--- src/rtl/lrs_pkg.sv ---
// package: constants and types of the log range and relative dB sequencer
package lrs_pkg;

    // ==========================================================
    // register map (byte addresses)
    localparam logic [7:0] LRS_CTRL_OFS  = 8'h00;
    localparam logic [7:0] LRS_STAT_OFS  = 8'h04;
    localparam logic [7:0] LRS_DISP_OFS  = 8'h08;
    localparam logic [7:0] LRS_REF_OFS   = 8'h0c;

    // ==========================================================
    // control register fields
    localparam int LRS_CTRL_AUTO_BIT = 0;
    localparam int LRS_CTRL_MODE_LSB = 1;
    localparam int LRS_CTRL_BTN_BIT  = 3;
    localparam int LRS_CTRL_RUN_BIT  = 4;

    // status register fields
    localparam int LRS_STAT_RANGE_LSB = 0;
    localparam int LRS_STAT_UR_LAMP   = 3;
    localparam int LRS_STAT_OR_LAMP   = 4;
    localparam int LRS_STAT_BLANK     = 5;
    localparam int LRS_STAT_UR        = 6;
    localparam int LRS_STAT_OR        = 7;
    localparam int LRS_STAT_BUSY      = 8;
    localparam int LRS_STAT_MODE_LSB  = 9;

    // sign bit position in display and reference words
    localparam int LRS_SIGN_BIT = 16;

    // ==========================================================
    // ranges and reset values
    localparam logic [2:0] LRS_RANGE_MIN = 3'h1;
    localparam logic [2:0] LRS_RANGE_MAX = 3'h5;
    localparam logic [2:0] LRS_RANGE_RST = 3'h1;

    // ==========================================================
    // types
    typedef enum logic [1:0] {
        MODE_DBM,
        MODE_REF,
        MODE_REL,
        MODE_WATT
    } lrs_mode_t;

    typedef enum logic [1:0] {
        CLS_UNDER,
        CLS_IN,
        CLS_OVER,
        CLS_RSVD
    } lrs_class_t;

    typedef enum logic [3:0] {
        S_IDLE,
        S_MEAS,
        S_CLR_RANGE,
        S_SET_UR,
        S_SET_OR,
        S_RANGE_DN,
        S_RANGE_UP,
        S_CLR_CNT,
        S_LOAD_REF,
        S_REL_START,
        S_REL_FIRST,
        S_REL_RUN,
        S_XFER
    } lrs_state_t;

endpackage

--- src/rtl/lrs_seq.sv ---
// module: log conversion result handling, auto-ranging and relative dB sequencer
//
// Decided for this implementation: the placing of the registers and the APB register port.
`timescale 1ns/1ps
`default_nettype none

module lrs_seq
    import lrs_pkg::*;
#(
    parameter int CW = 14
) (
    input  wire logic          core_clk_i,
    input  wire logic          rst_i,
    input  wire logic          psel_i,
    input  wire logic          penable_i,
    input  wire logic          pwrite_i,
    input  wire logic [7:0]    paddr_i,
    input  wire logic [31:0]   pwdata_i,
    output logic      [31:0]   prdata_o,
    output logic               pready_o,
    output logic               pslverr_o,
    input  wire logic [CW-1:0] preset_count_i,
    input  wire logic          preset_sign_i,
    input  wire logic          conv_done_i,
    input  wire logic [1:0]    conv_class_i,
    output logic               ramp_enable_cmd_o,
    output logic               log_ramp_enable_o,
    output logic               count_cmd_o,
    output logic               clear_range_cmd_o,
    output logic               set_under_range_cmd_o,
    output logic               set_over_range_cmd_o,
    output logic               range_down_cmd_o,
    output logic               range_up_cmd_o,
    output logic               clear_count_cmd_o,
    output logic               load_reference_cmd_o,
    output logic               relative_step_cmd_o,
    output logic               display_transfer_cmd_o,
    output logic               relative_zero_flag_o,
    output logic               under_range_lamp_o,
    output logic               over_range_lamp_o,
    output logic               under_range_status_o,
    output logic               over_range_status_o,
    output logic               display_blank_o,
    output logic      [1:0]    status_code_o,
    output logic      [2:0]    range_o,
    output logic      [CW-1:0] display_count_o,
    output logic               display_sign_o
);

    // ==========================================================
    // elaboration check
    if (CW < 14 || CW > 16) begin : g_chk
        $error("lrs_seq: CW must be 14 to 16");
    end

    // ==========================================================
    // state
    typedef struct packed {
        lrs_state_t  st;
        lrs_mode_t   mode;
        lrs_mode_t   sel;
        logic        sel_pend;
        logic        auto_rng;
        logic        button;
        logic        run;
        lrs_class_t  cls;
        logic [2:0]  range;
        logic        ur_lamp;
        logic        or_lamp;
        logic        blank;
        logic        under_range_status;
        logic        over_range_status;
        logic [1:0]  status;
        logic [CW-1:0] main;
        logic        sign;
        logic [CW-1:0] ref_cnt;
        logic        ref_sign;
        logic [CW-1:0] rel_cnt;
        logic        rel_zero;
        logic [CW-1:0] disp;
        logic        disp_sign;
        logic        ramp;
        logic        log_ramp;
        logic        cnt;
        logic        c_clr_rng;
        logic        c_sur;
        logic        c_sor;
        logic        c_rdn;
        logic        c_rup;
        logic        c_clr_cnt;
        logic        c_lref;
        logic        c_rel;
        logic        c_xfer;
        logic        pready;
        logic        pslverr;
        logic [31:0] prdata;
    } lrs_reg_t;

    lrs_reg_t q;
    lrs_reg_t d;

    // one count of the main counter; stepping the magnitude down from
    // zero stands in for the borrow and flips the sign latch
    function automatic logic [CW:0] step_main(input logic [CW-1:0] c, input logic s,
                                              input logic up);
        logic [CW:0] r;
        r = {s, c};
        if (up) begin
            r = {s, c + {{(CW-1){1'b0}}, 1'b1}};
        end else if (c == '0) begin
            r = {~s, {{(CW-1){1'b0}}, 1'b1}};
        end else begin
            r = {s, c - {{(CW-1){1'b0}}, 1'b1}};
        end
        return r;
    endfunction

    logic apb_acc;
    assign apb_acc = psel_i && penable_i && !q.pready;

    always_comb begin
        d = q;
        {d.c_clr_rng, d.c_sur, d.c_sor, d.c_rdn, d.c_rup} = '0;
        {d.c_clr_cnt, d.c_lref, d.c_rel, d.c_xfer} = '0;
        d.log_ramp = q.ramp; // second phase follows the ramp command

        // ==========================================================
        // apb slave: one wait state, then answer
        d.pready  = apb_acc;
        d.pslverr = 1'b0;
        if (apb_acc) begin
            d.prdata = 32'h0000_0000;
            if (paddr_i == LRS_CTRL_OFS) begin
                d.prdata[LRS_CTRL_AUTO_BIT] = q.auto_rng;
                d.prdata[LRS_CTRL_MODE_LSB +: 2] = q.sel;
                d.prdata[LRS_CTRL_BTN_BIT] = q.button;
                d.prdata[LRS_CTRL_RUN_BIT] = q.run;
                if (pwrite_i) begin
                    d.auto_rng = pwdata_i[LRS_CTRL_AUTO_BIT];
                    d.sel      = lrs_mode_t'(pwdata_i[LRS_CTRL_MODE_LSB +: 2]);
                    d.sel_pend = 1'b1;
                    d.button   = pwdata_i[LRS_CTRL_BTN_BIT];
                    d.run      = pwdata_i[LRS_CTRL_RUN_BIT];
                end
            end else if (paddr_i == LRS_STAT_OFS) begin
                d.prdata[LRS_STAT_RANGE_LSB +: 3] = q.range;
                d.prdata[LRS_STAT_UR_LAMP] = q.ur_lamp;
                d.prdata[LRS_STAT_OR_LAMP] = q.or_lamp;
                d.prdata[LRS_STAT_BLANK]   = q.blank;
                d.prdata[LRS_STAT_UR]      = q.under_range_status;
                d.prdata[LRS_STAT_OR]      = q.over_range_status;
                d.prdata[LRS_STAT_BUSY]    = (q.st != S_IDLE);
                d.prdata[LRS_STAT_MODE_LSB +: 2] = q.mode;
                d.pslverr = pwrite_i;
            end else if (paddr_i == LRS_DISP_OFS) begin
                d.prdata[CW-1:0] = q.disp;
                d.prdata[LRS_SIGN_BIT] = q.disp_sign;
                d.pslverr = pwrite_i;
            end else if (paddr_i == LRS_REF_OFS) begin
                d.prdata[CW-1:0] = q.ref_cnt;
                d.prdata[LRS_SIGN_BIT] = q.ref_sign;
                d.pslverr = pwrite_i;
            end else begin
                d.pslverr = 1'b1;
            end
        end

        // ==========================================================
        // sequencer
        case (q.st)
            S_IDLE: begin
                // mode register loads only here, at the program cycle start
                if (q.button) begin
                    d.mode = MODE_REF;
                end else if (q.sel_pend) begin
                    d.mode = q.sel;
                end else if (q.mode == MODE_REF) begin
                    d.mode = MODE_REL;
                end
                // a pending selection consumed here; a write in this cycle wins
                if (!apb_acc || !pwrite_i || paddr_i != LRS_CTRL_OFS) begin
                    d.sel_pend = 1'b0;
                end
                if (q.run && d.mode != MODE_WATT) begin
                    d.main = preset_count_i;
                    d.sign = preset_sign_i;
                    d.st   = S_MEAS;
                end
            end
            S_MEAS: begin
                if (conv_done_i) begin
                    d.ramp = 1'b0;
                    d.cnt  = 1'b0;
                    d.cls  = lrs_class_t'(conv_class_i);
                    d.st   = S_CLR_RANGE;
                end else begin
                    d.ramp = 1'b1;
                    d.cnt  = 1'b1;
                    {d.sign, d.main} = step_main(q.main, q.sign, !q.sign);
                end
            end
            S_CLR_RANGE: begin
                d.c_clr_rng = 1'b1;
                {d.ur_lamp, d.or_lamp, d.blank, d.under_range_status, d.over_range_status} = '0;
                if (q.cls == CLS_UNDER) begin
                    d.st = S_SET_UR;
                end else if (q.cls == CLS_IN) begin
                    if (q.mode == MODE_DBM) begin
                        d.st = S_XFER;
                    end else if (q.mode == MODE_REF) begin
                        d.st = S_LOAD_REF;
                    end else begin
                        d.st = S_REL_START;
                    end
                end else begin
                    d.st = S_SET_OR;
                end
            end
            S_SET_UR: begin
                d.c_sur   = 1'b1;
                d.ur_lamp = 1'b1;
                d.under_range_status     = 1'b1;
                d.or_lamp = 1'b0;
                d.st      = S_SET_OR;
            end
            S_SET_OR: begin
                d.c_sor   = 1'b1;
                d.blank   = 1'b1;
                d.over_range_status     = 1'b1;
                d.or_lamp = !q.ur_lamp;
                if (q.cls == CLS_UNDER && q.auto_rng && q.range > LRS_RANGE_MIN) begin
                    d.st = S_RANGE_DN;
                end else if (q.cls != CLS_UNDER && q.auto_rng && q.range < LRS_RANGE_MAX) begin
                    d.st = S_RANGE_UP;
                end else if (q.mode == MODE_DBM) begin
                    d.st = S_XFER;
                end else begin
                    d.st = S_CLR_CNT;
                end
            end
            S_RANGE_DN: begin
                d.c_rdn = 1'b1;
                d.range = q.range - 3'h1;
                d.main  = preset_count_i;
                d.sign  = preset_sign_i;
                d.st    = S_MEAS;
            end
            S_RANGE_UP: begin
                d.c_rup = 1'b1;
                d.range = q.range + 3'h1;
                d.main  = preset_count_i;
                d.sign  = preset_sign_i;
                d.st    = S_MEAS;
            end
            S_CLR_CNT: begin
                d.c_clr_cnt = 1'b1;
                d.main = '0;
                d.sign = 1'b0;
                d.st   = (q.mode == MODE_REF) ? S_LOAD_REF : S_XFER;
            end
            S_LOAD_REF: begin
                d.c_lref   = 1'b1;
                d.ref_cnt  = q.main;
                d.ref_sign = q.sign;
                d.st       = (q.cls == CLS_IN) ? S_REL_START : S_XFER;
            end
            S_REL_START: begin
                d.c_clr_rng = 1'b1;
                {d.ur_lamp, d.or_lamp, d.blank, d.under_range_status, d.over_range_status} = '0;
                d.rel_cnt  = q.ref_cnt;
                d.rel_zero = 1'b1;
                d.st       = S_REL_FIRST;
            end
            S_REL_FIRST: begin
                d.c_rel   = 1'b1;
                d.rel_cnt = q.rel_cnt - {{(CW-1){1'b0}}, 1'b1};
                if (q.rel_cnt == '0) begin
                    d.rel_zero = 1'b0;
                end
                d.st = S_REL_RUN;
            end
            S_REL_RUN: begin
                if (!q.rel_zero) begin
                    d.st = S_XFER;
                end else begin
                    d.c_rel   = 1'b1;
                    d.cnt     = 1'b1;
                    d.rel_cnt = q.rel_cnt - {{(CW-1){1'b0}}, 1'b1};
                    if (q.rel_cnt == '0) begin
                        d.rel_zero = 1'b0;
                    end
                    {d.sign, d.main} = step_main(q.main, q.sign, q.sign != q.ref_sign);
                end
            end
            S_XFER: begin
                d.cnt       = 1'b0;
                d.c_xfer    = 1'b1;
                d.disp      = q.main;
                d.disp_sign = q.sign;
                d.st        = S_IDLE;
            end
            default: begin
                d.st = S_IDLE;
            end
        endcase
        d.status = {d.over_range_status, d.under_range_status};
    end

    always_ff @(posedge core_clk_i) begin
        if (rst_i) begin
            q       <= '0;
            q.st    <= S_IDLE;
            q.mode  <= MODE_DBM;
            q.sel   <= MODE_DBM;
            q.cls   <= CLS_IN;
            q.range <= LRS_RANGE_RST;
        end else begin
            q <= d;
        end
    end

    // ==========================================================
    // outputs
    assign prdata_o               = q.prdata;
    assign pready_o               = q.pready;
    assign pslverr_o              = q.pslverr;
    assign ramp_enable_cmd_o      = q.ramp;
    assign log_ramp_enable_o      = q.log_ramp;
    assign count_cmd_o            = q.cnt;
    assign clear_range_cmd_o      = q.c_clr_rng;
    assign set_under_range_cmd_o  = q.c_sur;
    assign set_over_range_cmd_o   = q.c_sor;
    assign range_down_cmd_o       = q.c_rdn;
    assign range_up_cmd_o         = q.c_rup;
    assign clear_count_cmd_o      = q.c_clr_cnt;
    assign load_reference_cmd_o   = q.c_lref;
    assign relative_step_cmd_o    = q.c_rel;
    assign display_transfer_cmd_o = q.c_xfer;
    assign relative_zero_flag_o   = q.rel_zero;
    assign under_range_lamp_o     = q.ur_lamp;
    assign over_range_lamp_o      = q.or_lamp;
    assign under_range_status_o   = q.under_range_status;
    assign over_range_status_o    = q.over_range_status;
    assign display_blank_o        = q.blank;
    assign status_code_o          = q.status;
    assign range_o                = q.range;
    assign display_count_o        = q.disp;
    assign display_sign_o         = q.disp_sign;
endmodule

`default_nettype wire

--- config.mk ---
export PLATFORM = sky130hd
export DESIGN_NAME = lrs_seq
export DESIGN_NICKNAME = d
export VERILOG_FILES = /design/src/rtl/lrs_pkg.sv /design/src/rtl/lrs_seq.sv
export SDC_FILE = /design/constraint.sdc
export NUM_CORES = 1
export LEC_CHECK = 0
export BUFFER_PORTS_ARGS = -buffer_cell sky130_fd_sc_hd__buf_4
export CAP_MARGIN = 20
export CORE_ASPECT_RATIO = 0.75
export CORE_MARGIN = 2
export CORE_UTILIZATION = 45
export DETAILED_ROUTE_END_ITERATION = 6
export PLACE_DENSITY = 0.76
export REMOVE_ABC_BUFFERS = 1
export SKIP_LAST_GASP = 1
export SLEW_MARGIN = 30
export SYNTH_ARGS = -nofsm -noshare
export SYNTH_HDL_FRONTEND = slang
export SYNTH_SLANG_ARGS = --single-unit
--- constraint.sdc ---
create_clock -name core_clk_i -period 4.3 [get_ports core_clk_i]
set_clock_uncertainty 0.05 [all_clocks]
set_input_delay 0 -clock core_clk_i [delete_from_list [all_inputs] [get_ports core_clk_i]]
set_output_delay 0 -clock core_clk_i [all_outputs]
set_load 0.005 [all_outputs]
Yosys cells after proc, flatten, opt, wreduce, memory -nomap -nowiden --
Index checks and enable logic that the tools add are counted. Widths: inputs -> output; s select.
Word-level totals: bits in registers 113, latch bits 0, bits in writable memories 0, memory bits (read-only) 0, memories 0
Operators by class: add/subtract/negate cells 5, $mul 0, divide/modulo/power cells 0, $lt $le $gt $ge 2, equal/unequal tests 27, shifts and indexed selects 0, mux-type cells 66, bitwise logic cells 2, reductions and logical operators 41
Operators with widths (count):
- $mux 15 | 8
- $pmux 15 s5 | 1
- $pmux 15 s3 | 1
- $mux 4 | 11
- $pmux 4 s11 | 1
- $logic_not 14->1 | 2
- $mux 14 | 2
- $sub 14x1->14 const B | 2
- $mux 1 | 23
- $eq 4x4->1 const B | 5
- $ne 2x2->1 const B | 9
- $eq 4x3->1 const B | 4
- $eq 8x4->1 const B | 2
- $add 14x1->14 const B | 1
- $mux 3 | 4
- $pmux 1 s2 | 6
- $mux 11 | 1
- $reduce_bool 2->1 | 5
- $mux 9 | 1
- $eq 4x2->1 const B | 2
- $eq 8x3->1 const B | 1
- $logic_not 8->1 | 1
- $mux 2 | 4
- $reduce_and 2->1 | 4
- 25 further kinds | 42

Depth between registers and ports, before layout --
Gate-level depths: netlist of run 1.
depth after elaboration 9, depth in mapped cells 11, depth with buffers taken out 8

Least setup slack after synthesis of run 1 --
OpenSTA, ideal clock, no wires.
path type reg-to-reg, start register q[92] in the netlist's numbering, end register q[104] in the netlist's numbering, arrival time 2421 ps, required time 4173 ps, setup slack 1753 ps, cell stages (with the launch flop) 10, clock period less this slack 2547 ps, path through dfxtp_1 clkbuf_1 inv_1 ha_1 or3b_4 or4_4 nor4b_2 a21oi_1 or4_1 a41oi_2
Between the ends: cells in the longest elaborated chain, start to end 5
Ends and longest elaborated chain:
- start, declared | RTL line lrs_seq.sv:99 | lrs_reg_t q;
- $sub 14x1->14 or $logic_not 14->1 (tied branches) | RTL line lrs_seq.sv:113, lrs_seq.sv:110
- $mux 15 | RTL line lrs_seq.sv:110 | end else if (c == '0) begin
- $mux 15 | RTL line lrs_seq.sv:108 | if (up) begin
- $mux 15 (on tied branches) | RTL line lrs_seq.sv:283, lrs_seq.sv:191
- $pmux 15 s5 * | RTL line lrs_seq.sv:170 | case (q.st)
Mark *: on every way between the ends. The rest lies on a longest branch, timed or not. The select of a mux whose other input is x is not followed. A chain may end at the register's enable or synchronous reset.

Worst setup path in the final report of run 1 --
start register q[101] in the netlist's numbering, end register q[99] in the netlist's numbering
Between the ends: cells in the longest elaborated chain, start to end 5
Ends and longest elaborated chain (RTL line):
- $logic_not 14->1 * | lrs_seq.sv:110
- $mux 15 | lrs_seq.sv:110
- $mux 15 | lrs_seq.sv:108
- $mux 15 (on tied branches) | lrs_seq.sv:283, lrs_seq.sv:191
- $pmux 15 s5 * | lrs_seq.sv:170
Marked as above.

==> results.yml, run 1 <==
worst_setup_path:
  path_buf_inv: 0
  start_kind: "flip-flop"
  crit_slowest_cell: "nor4_1"
  critPathTopFamily: "simple AND/OR/NAND/NOR gates"
  crit_top_cell: "nor4_1"
  end_kind: "flip-flop"
  arrival_ns: 3.12
  crit_fanout: 16
  crit_chain: "nor4_1 > nand4_1 > nand2b_1 > o31ai_1 > a2111oi_0 > nor4_1"
  critical_path_required_ns: 4.46
  slowest_delay_ns: 0.56
  path_class: "reg2reg"
sta:
  finalHoldViolCount: 1
  relSlewSlack: 0.393
  fmax_mhz: 337
  worst_slew_pin_slew_ns: 0.908
  tns_ns: 0
  finalSetupViolCount: 0
  min_period_ns: 2.97
  fin_crit_sh: 0.690
  holdWs_ns: -0.00524
  drv_slew: 0
  rsz0062_at_grt: "false"
pwr:
  cellPowerDensity_nw_per_um2: 273
  p_seq_frac: 0.514
  internal_power_uw: 1540
  p_clk_frac: 0.437
  p_switching_uw: 470
  switching_share: 0.234
  ir_drop_mv: 0.172
  combPwrFrac: 0.049
  leakage_uw: 0.00267
yosys:
  yosysTopAreaCellShare: 0.343
  synthAdderAreaFrac: 0.0135
  synth_compound_area_frac: 0.242
  synth_cell_types: 70
  synth_simple_gate_area_frac: 0.246
  synth_top_family_by_area: "simple AND/OR/NAND/NOR gates"
  synth_top_flop_cell: "dfxtp_1"
  seq_area_frac_synth: 0.343
  syn_inst: 861
  synth_top_cell_by_area: "dfxtp_1"
  synth_edf_count: 0
  ys_warn_count: 0
  yosys_register_bits: 111
  synth_area_leaders: "dfxtp_1 (34%), nand2_1 (7.3%), a21oi_1 (6.9%)"
  async_reset_ff_frac: 0
  synth.area.mux_share: 0.0300
  synth_xor_area_frac: 0.0162
  syn_avg_cell_area_um2: 7.51
  synthesis.area_um2: 6470
detailed_routing:
  drtIter0Drc: 760
  routed_wl_um: 17600
  postRouteAntennaNets: 0
  drcViolationCount: 0
  post_drt_wl_per_cell_um: 16.5
  drtPass1Iterations: 5
  routed-via-count: 6221
  via_per_inst: 5.81
worst_hold_path:
  hold_class: "in2reg"
finish:
  layout-drive-gt1-share: 0.152
  diodes: 0
  area_growth_pct: 14.1
  fin_nets: 960
  instances_no_fill: 1070
  nFillCells: 1330
run_status:
  status: "finished with violations"
  violations: "negative hold slack"
cts:
  htreeDepth: 3
  insertion_delay_ns: 0.36
  clkTransAtPathRegs_ns: 0.07
  clock_sinks: 111
  numCtsBuffers: 9
  clockBufferDepth: 2
  cts_root_buffer: "clkbuf_16"
  cts_tree: "done"
global_routing:
  overflow: 0
  grt_pass1_wl_um: 28300
  antenna_found_initial: 0
  grt_max_degree: 81
  grt_pass1_vias: 5387
  grt_usage: 0.229
job:
  cap_viol_max_count: 0
floorplan:
  die_area_um2: 15400
  floorplan.rows: 37
  core-area_um2: 13900
  initial_utilization: 0.466
  die_w_um: 142
  ioPinCount: 135
  die_h_um: 108
placement:
  gp_congestion: 0.918
  dp_hpwl_um: 11900
  port_buffers: 90
  dp.cells: 1032
per-stage QoR:
stage,power (uW),cell area [um2],util,worst slack (ns)
after global placement,1140,6840,0.492,1.45
after CTS,2020,7380,0.531,1.43
final,2010,7380,0.531,1.33
after detailed placement,1140,6850,0.493,1.43
after global routing,2080,7380,0.531,0.998
after floorplan,1080,5880,-,1.42
cells by family after synthesis:
group / after synthesis
AO/OA/AOI/OAI: 246
XOR/XNOR: 12
adder cells (fa/ha/maj): 7
buffers and inverters: 130
flip-flops: 111
multiplexers: 18
other: 1
AND/OR/NAND/NOR: 336
state kept, by name, summed over array words and instances, names as in the netlist, 3 cells and up, named ones only:
signal / flops
display_count_o: 14
prdata_o: 15
q: 58
range_o: 3
final cells by class:
type	instances	area [um2]	area share
clock inverters	7	90.1	0.0122
inverters	12	45.0	0.00610
multi-input cells	636	3620	0.491
well taps	175	219	0.0297
repair buffers	120	956	0.130
clock buffers	9	225	0.0305
flip-flops and latches	111	2220	0.301
per-layer routing:
metal,share of wire,track usage,vias up
li1,-,-,3029
met1,0.47,0.342,2893
met2,0.43,0.340,278
met3,0.087,0.0440,21
met4,0.012,0.0495,0
met5,0,0,-
final timing paths:
check        slack [ns]                     start  cells after the start                        to
min              -0.005         preset_count_i[1]                      3        q[93]$_SDFFE_PP0P_
max reg2reg        1.33       q[101]$_SDFFE_PP0P_                      6        q[99]$_SDFFE_PP0P_
max                1.33       q[101]$_SDFFE_PP0P_                      6        q[99]$_SDFFE_PP0P_
min reg2reg        0.41  prdata_o[9]$_SDFFE_PP0P_                      2  prdata_o[9]$_SDFFE_PP0P_
repair_timing:
action / in CTS / in global routing
hold buffers: 22 / 0
hold endpoints to repair: 17 / 0
gates resized for setup: 0 / 0
setup buffers: 0 / 0
worst register-to-register path: cells and delay by family, from the launching register on:
kind | cells | cell delay [ns]
AND/OR/NAND/NOR | 4 | 1.61
flip-flops | 1 | 0.48
AO/OA/AOI/OAI | 2 | 0.68
cell usage after synthesis, types with 7 or more instances:
library cell	number
ha_1	7
o21ai_1	11
a21oi_1	89
mux2_2	11
clkbuf_1	54
nor4_1	11
buf_4	52
buf_2	10
a31oi_1	7
nand2b_1	12
o21ai_0	41
nor2b_1	12
inv_1	12
a22oi_1	16
a211oi_1	9
dfxtp_1	111
nand4_1	8
a22o_1	10
nor2_1	80
nand3_1	21
nand2_1	126
a21o_1	14
xnor2_1	8
mux2i_1	7
nor3_1	30
power by group through the flow:
stage          registers (uW)  logic [uW]  clock network [uW]
4_1_cts                  1030        97.7                 888
5_1_grt                  1030         108                 934
6_report                 1030        98.8                 880
3_5_place_dp             1060        85.1                   0
2_1_floorplan            1060        28.1                   0
3_3_place_gp             1060        84.7                   0
cells in the final DEF (no fill, tap or decap), types with 14 or more instances in the layout:
cell type	synthesis	final
a21o_1	14	14
a21oi_1	89	89
a22oi_1	16	16
buf_4	52	98
conb_1	1	17
dfxtp_1	111	111
dlygate4sd3_1	0	22
nand2_1	126	126
nand3_1	21	21
nor2_1	80	80
nor3_1	30	29
o21ai_0	41	41
Power figures use the tool's default switching activity.
==> run 2, diff against run 1 <==
Settings changed: PLACE_DENSITY 0.76 to 0.78.
Clock period 4.3 ns to 2.52 ns, I/O delays scaled along.
==> run 2 against run 1 <==
  * The run now ends clean
  * Worst setup slack got worse by 1.3 ns
  * Cell area grew 2.9%
  * Combinational power increased by 79%
  * Clock-buffer cell count up 2
  * Utilization rose by 1.5 points
  * Sequential power grew 71%
  * Critical path depth is 2 higher
  * Die area did not move
  * Routed wire length rose by 4.3%
  * Power rose by 66%
  * Via count is 3.1% higher
  * Worst hold slack better by 0.014 ns
  * Critical path type unchanged
==> results.yml, run 2 (synthesis results as in run 1) <==
cts:
  post_cts_resized: 0
  cts_tree: "done"
  numCtsBuffers: 9
  htreeDepth: 3
  cts_root_buffer: "clkbuf_16"
  clockBufferDepth: 2
  insertion_delay_ns: 0.36
  clkTransAtPathRegs_ns: 0.07
  clock_sinks: 111
placement:
  port_buffers: 90
  placed_area_um2: 7090
  pre_cts_ws_ns: 0.0983
  dp.cells: 1066
  dp_hpwl_um: 12800
  gp_congestion: 0.973
global_routing:
  antenna_found_initial: 0
  grt_pass1_wl_um: 30000
  grt_usage: 0.245
  overflow: 0
  grt_max_degree: 67
  grt_pass1_vias: 5723
pwr:
  combPwrFrac: 0.053
  leakage_uw: 0.00283
  cellPowerDensity_nw_per_um2: 441
  p_switching_uw: 768
  ir_drop_mv: 0.409
  internal_power_uw: 2580
  switching_share: 0.229
  p_clk_frac: 0.420
  total_power_uw: 3350
  p_seq_frac: 0.527
worst_setup_path:
  r2r_slack_ns: 0.07
  worstReg2RegStart: "q[92]$_SDFFE_PP0P_"
  start_kind: "flip-flop"
  arrival_ns: 2.68
  setup.worst_path.start: "q[92]$_SDFFE_PP0P_"
  end_kind: "flip-flop"
  critical_path_required_ns: 2.75
  crit_fanout: 5
  r2r_cells: 8
  path_class: "reg2reg"
  reg2reg_to: "q[104]$_SDFFE_PP0P_"
finish:
  nFillCells: 1327
  area_growth_pct: 17.3
  diodes: 0
  multi_input_comb_area_um2: 3610
  final_common_cell: "buf_4"
  fin_nets: 993
  instances_no_fill: 1103
  largest_reg_flops: 58
  mostFrequentLayoutCells: "buf_4 (132), nand2_1 (126), dfxtp_1 (111)"
  largest-register: "q"
  layout-drive-gt1-share: 0.182
  design_area_um2: 7590
  regArea_um2: 2220
floorplan:
  die_h_um: 108
  ioPinCount: 135
  die_area_um2: 15400
  core-area_um2: 13900
  die_w_um: 142
  initial_utilization: 0.466
  floorplan.rows: 37
detailed_routing:
  drcViolationCount: 0
  routed_wl_um: 18400
  via_per_inst: 5.81
  postRouteAntennaNets: 0
  routed-via-count: 6411
  drtPass1Iterations: 5
  post_drt_wl_per_cell_um: 16.7
  drtIter0Drc: 788
sta:
  min_period_ns: 2.45
  drv_slew: 0
  fmax_mhz: 409
  setup_slack_ns: 0.0736
  worst_slew_pin_slew_ns: 0.770
  finalHoldViolCount: 0
  finalSetupViolCount: 0
  tns_ns: 0
  relSlewSlack: 0.486
  rsz0062_at_grt: "true"
  fin_crit_sh: 0.971
worst_hold_path:
  whs_endpoint: "q[96]$_SDFFE_PP0P_"
  hold_start: "preset_count_i[4]"
  hold-path-cell-count: 4
  hold_class: "in2reg"
job:
  cap_viol_max_count: 0
run_status:
  status: "finished clean"
==> run 2: cell count changes in the layout (fill, tap and decap cells not counted), sizes merged <==
cell / before / now
bufinv: 1 / 0
clkinvlp: 2 / 0
inv: 15 / 14
clkbuf: 9 / 11
buf: 98 / 132
clkinv: 1 / 3
dlygate4sd3: 22 / 21
==> run 2: worst max path at each step <==
stage | endpoint | slack [ns] | depth (start not counted)
floorplan | q[104]$_SDFFE_PP0P_ | -0.36 | 5
detailed placement | q[104]$_SDFFE_PP0P_ | 0.1 | 8
finish | q[104]$_SDFFE_PP0P_ | 0.07 | 8
global route | q[104]$_SDFFE_PP0P_ | -0.03 | 8
CTS | q[104]$_SDFFE_PP0P_ | 0.08 | 8
global placement | q[104]$_SDFFE_PP0P_ | 0.17 | 8
==> run 2: per-layer routing <==
metal / track usage / vias up / routed length, um
met4: 0.0672 / 0 / 328
met3: 0.0445 / 30 / 1720
met2: 0.369 / 323 / 7940
li1: - / 3096 / -
met5: 0 / - / 0
met1: 0.356 / 2962 / 8390
==> run 2: through the flow <==
stage	hold slack, ns	utilization
6_report	0.00879	0.547
4_1_cts	0.00121	0.547
5_1_grt	0.0261	0.547
2_1_floorplan	0.0133	-
3_5_place_dp	0.184	0.510
3_3_place_gp	0.170	0.510
==> run 2: final cells by class <==
class	instances	area share
multi-input cells	636	0.476
flip-flops and latches	111	0.293
repair buffers	153	0.158
clock buffers	11	0.0333
well taps	175	0.0288
inverters	12	0.00593
clock inverters	5	0.00527
==> run 2: power groups by stage <==
stage | clock, uW | sequential [uW] | combinational, uW
after global placement | 0 | 1800 | 154
final | 1410 | 1760 | 177
after global routing | 1490 | 1760 | 194
after floorplan | 0 | 1800 | 48.0
after detailed placement | 0 | 1800 | 155
after CTS | 1430 | 1760 | 175
==> run 2: timing repair <==
item / in CTS / in global routing
setup endpoints to repair: 0 / 2
setup buffers: 0 / 0
hold endpoints to repair: 16 / 0
hold buffers: 21 / 0
==> run 2: critical path: stages, from the launching register on <==
cell	delay [ns]
dfxtp_1	0.31
inv_1	0.09
ha_1	0.18
or3b_4	0.42
or4_4	0.44
nor4b_2	0.25
a21oi_1	0.06
or4_1	0.42
a41oi_2	0.16
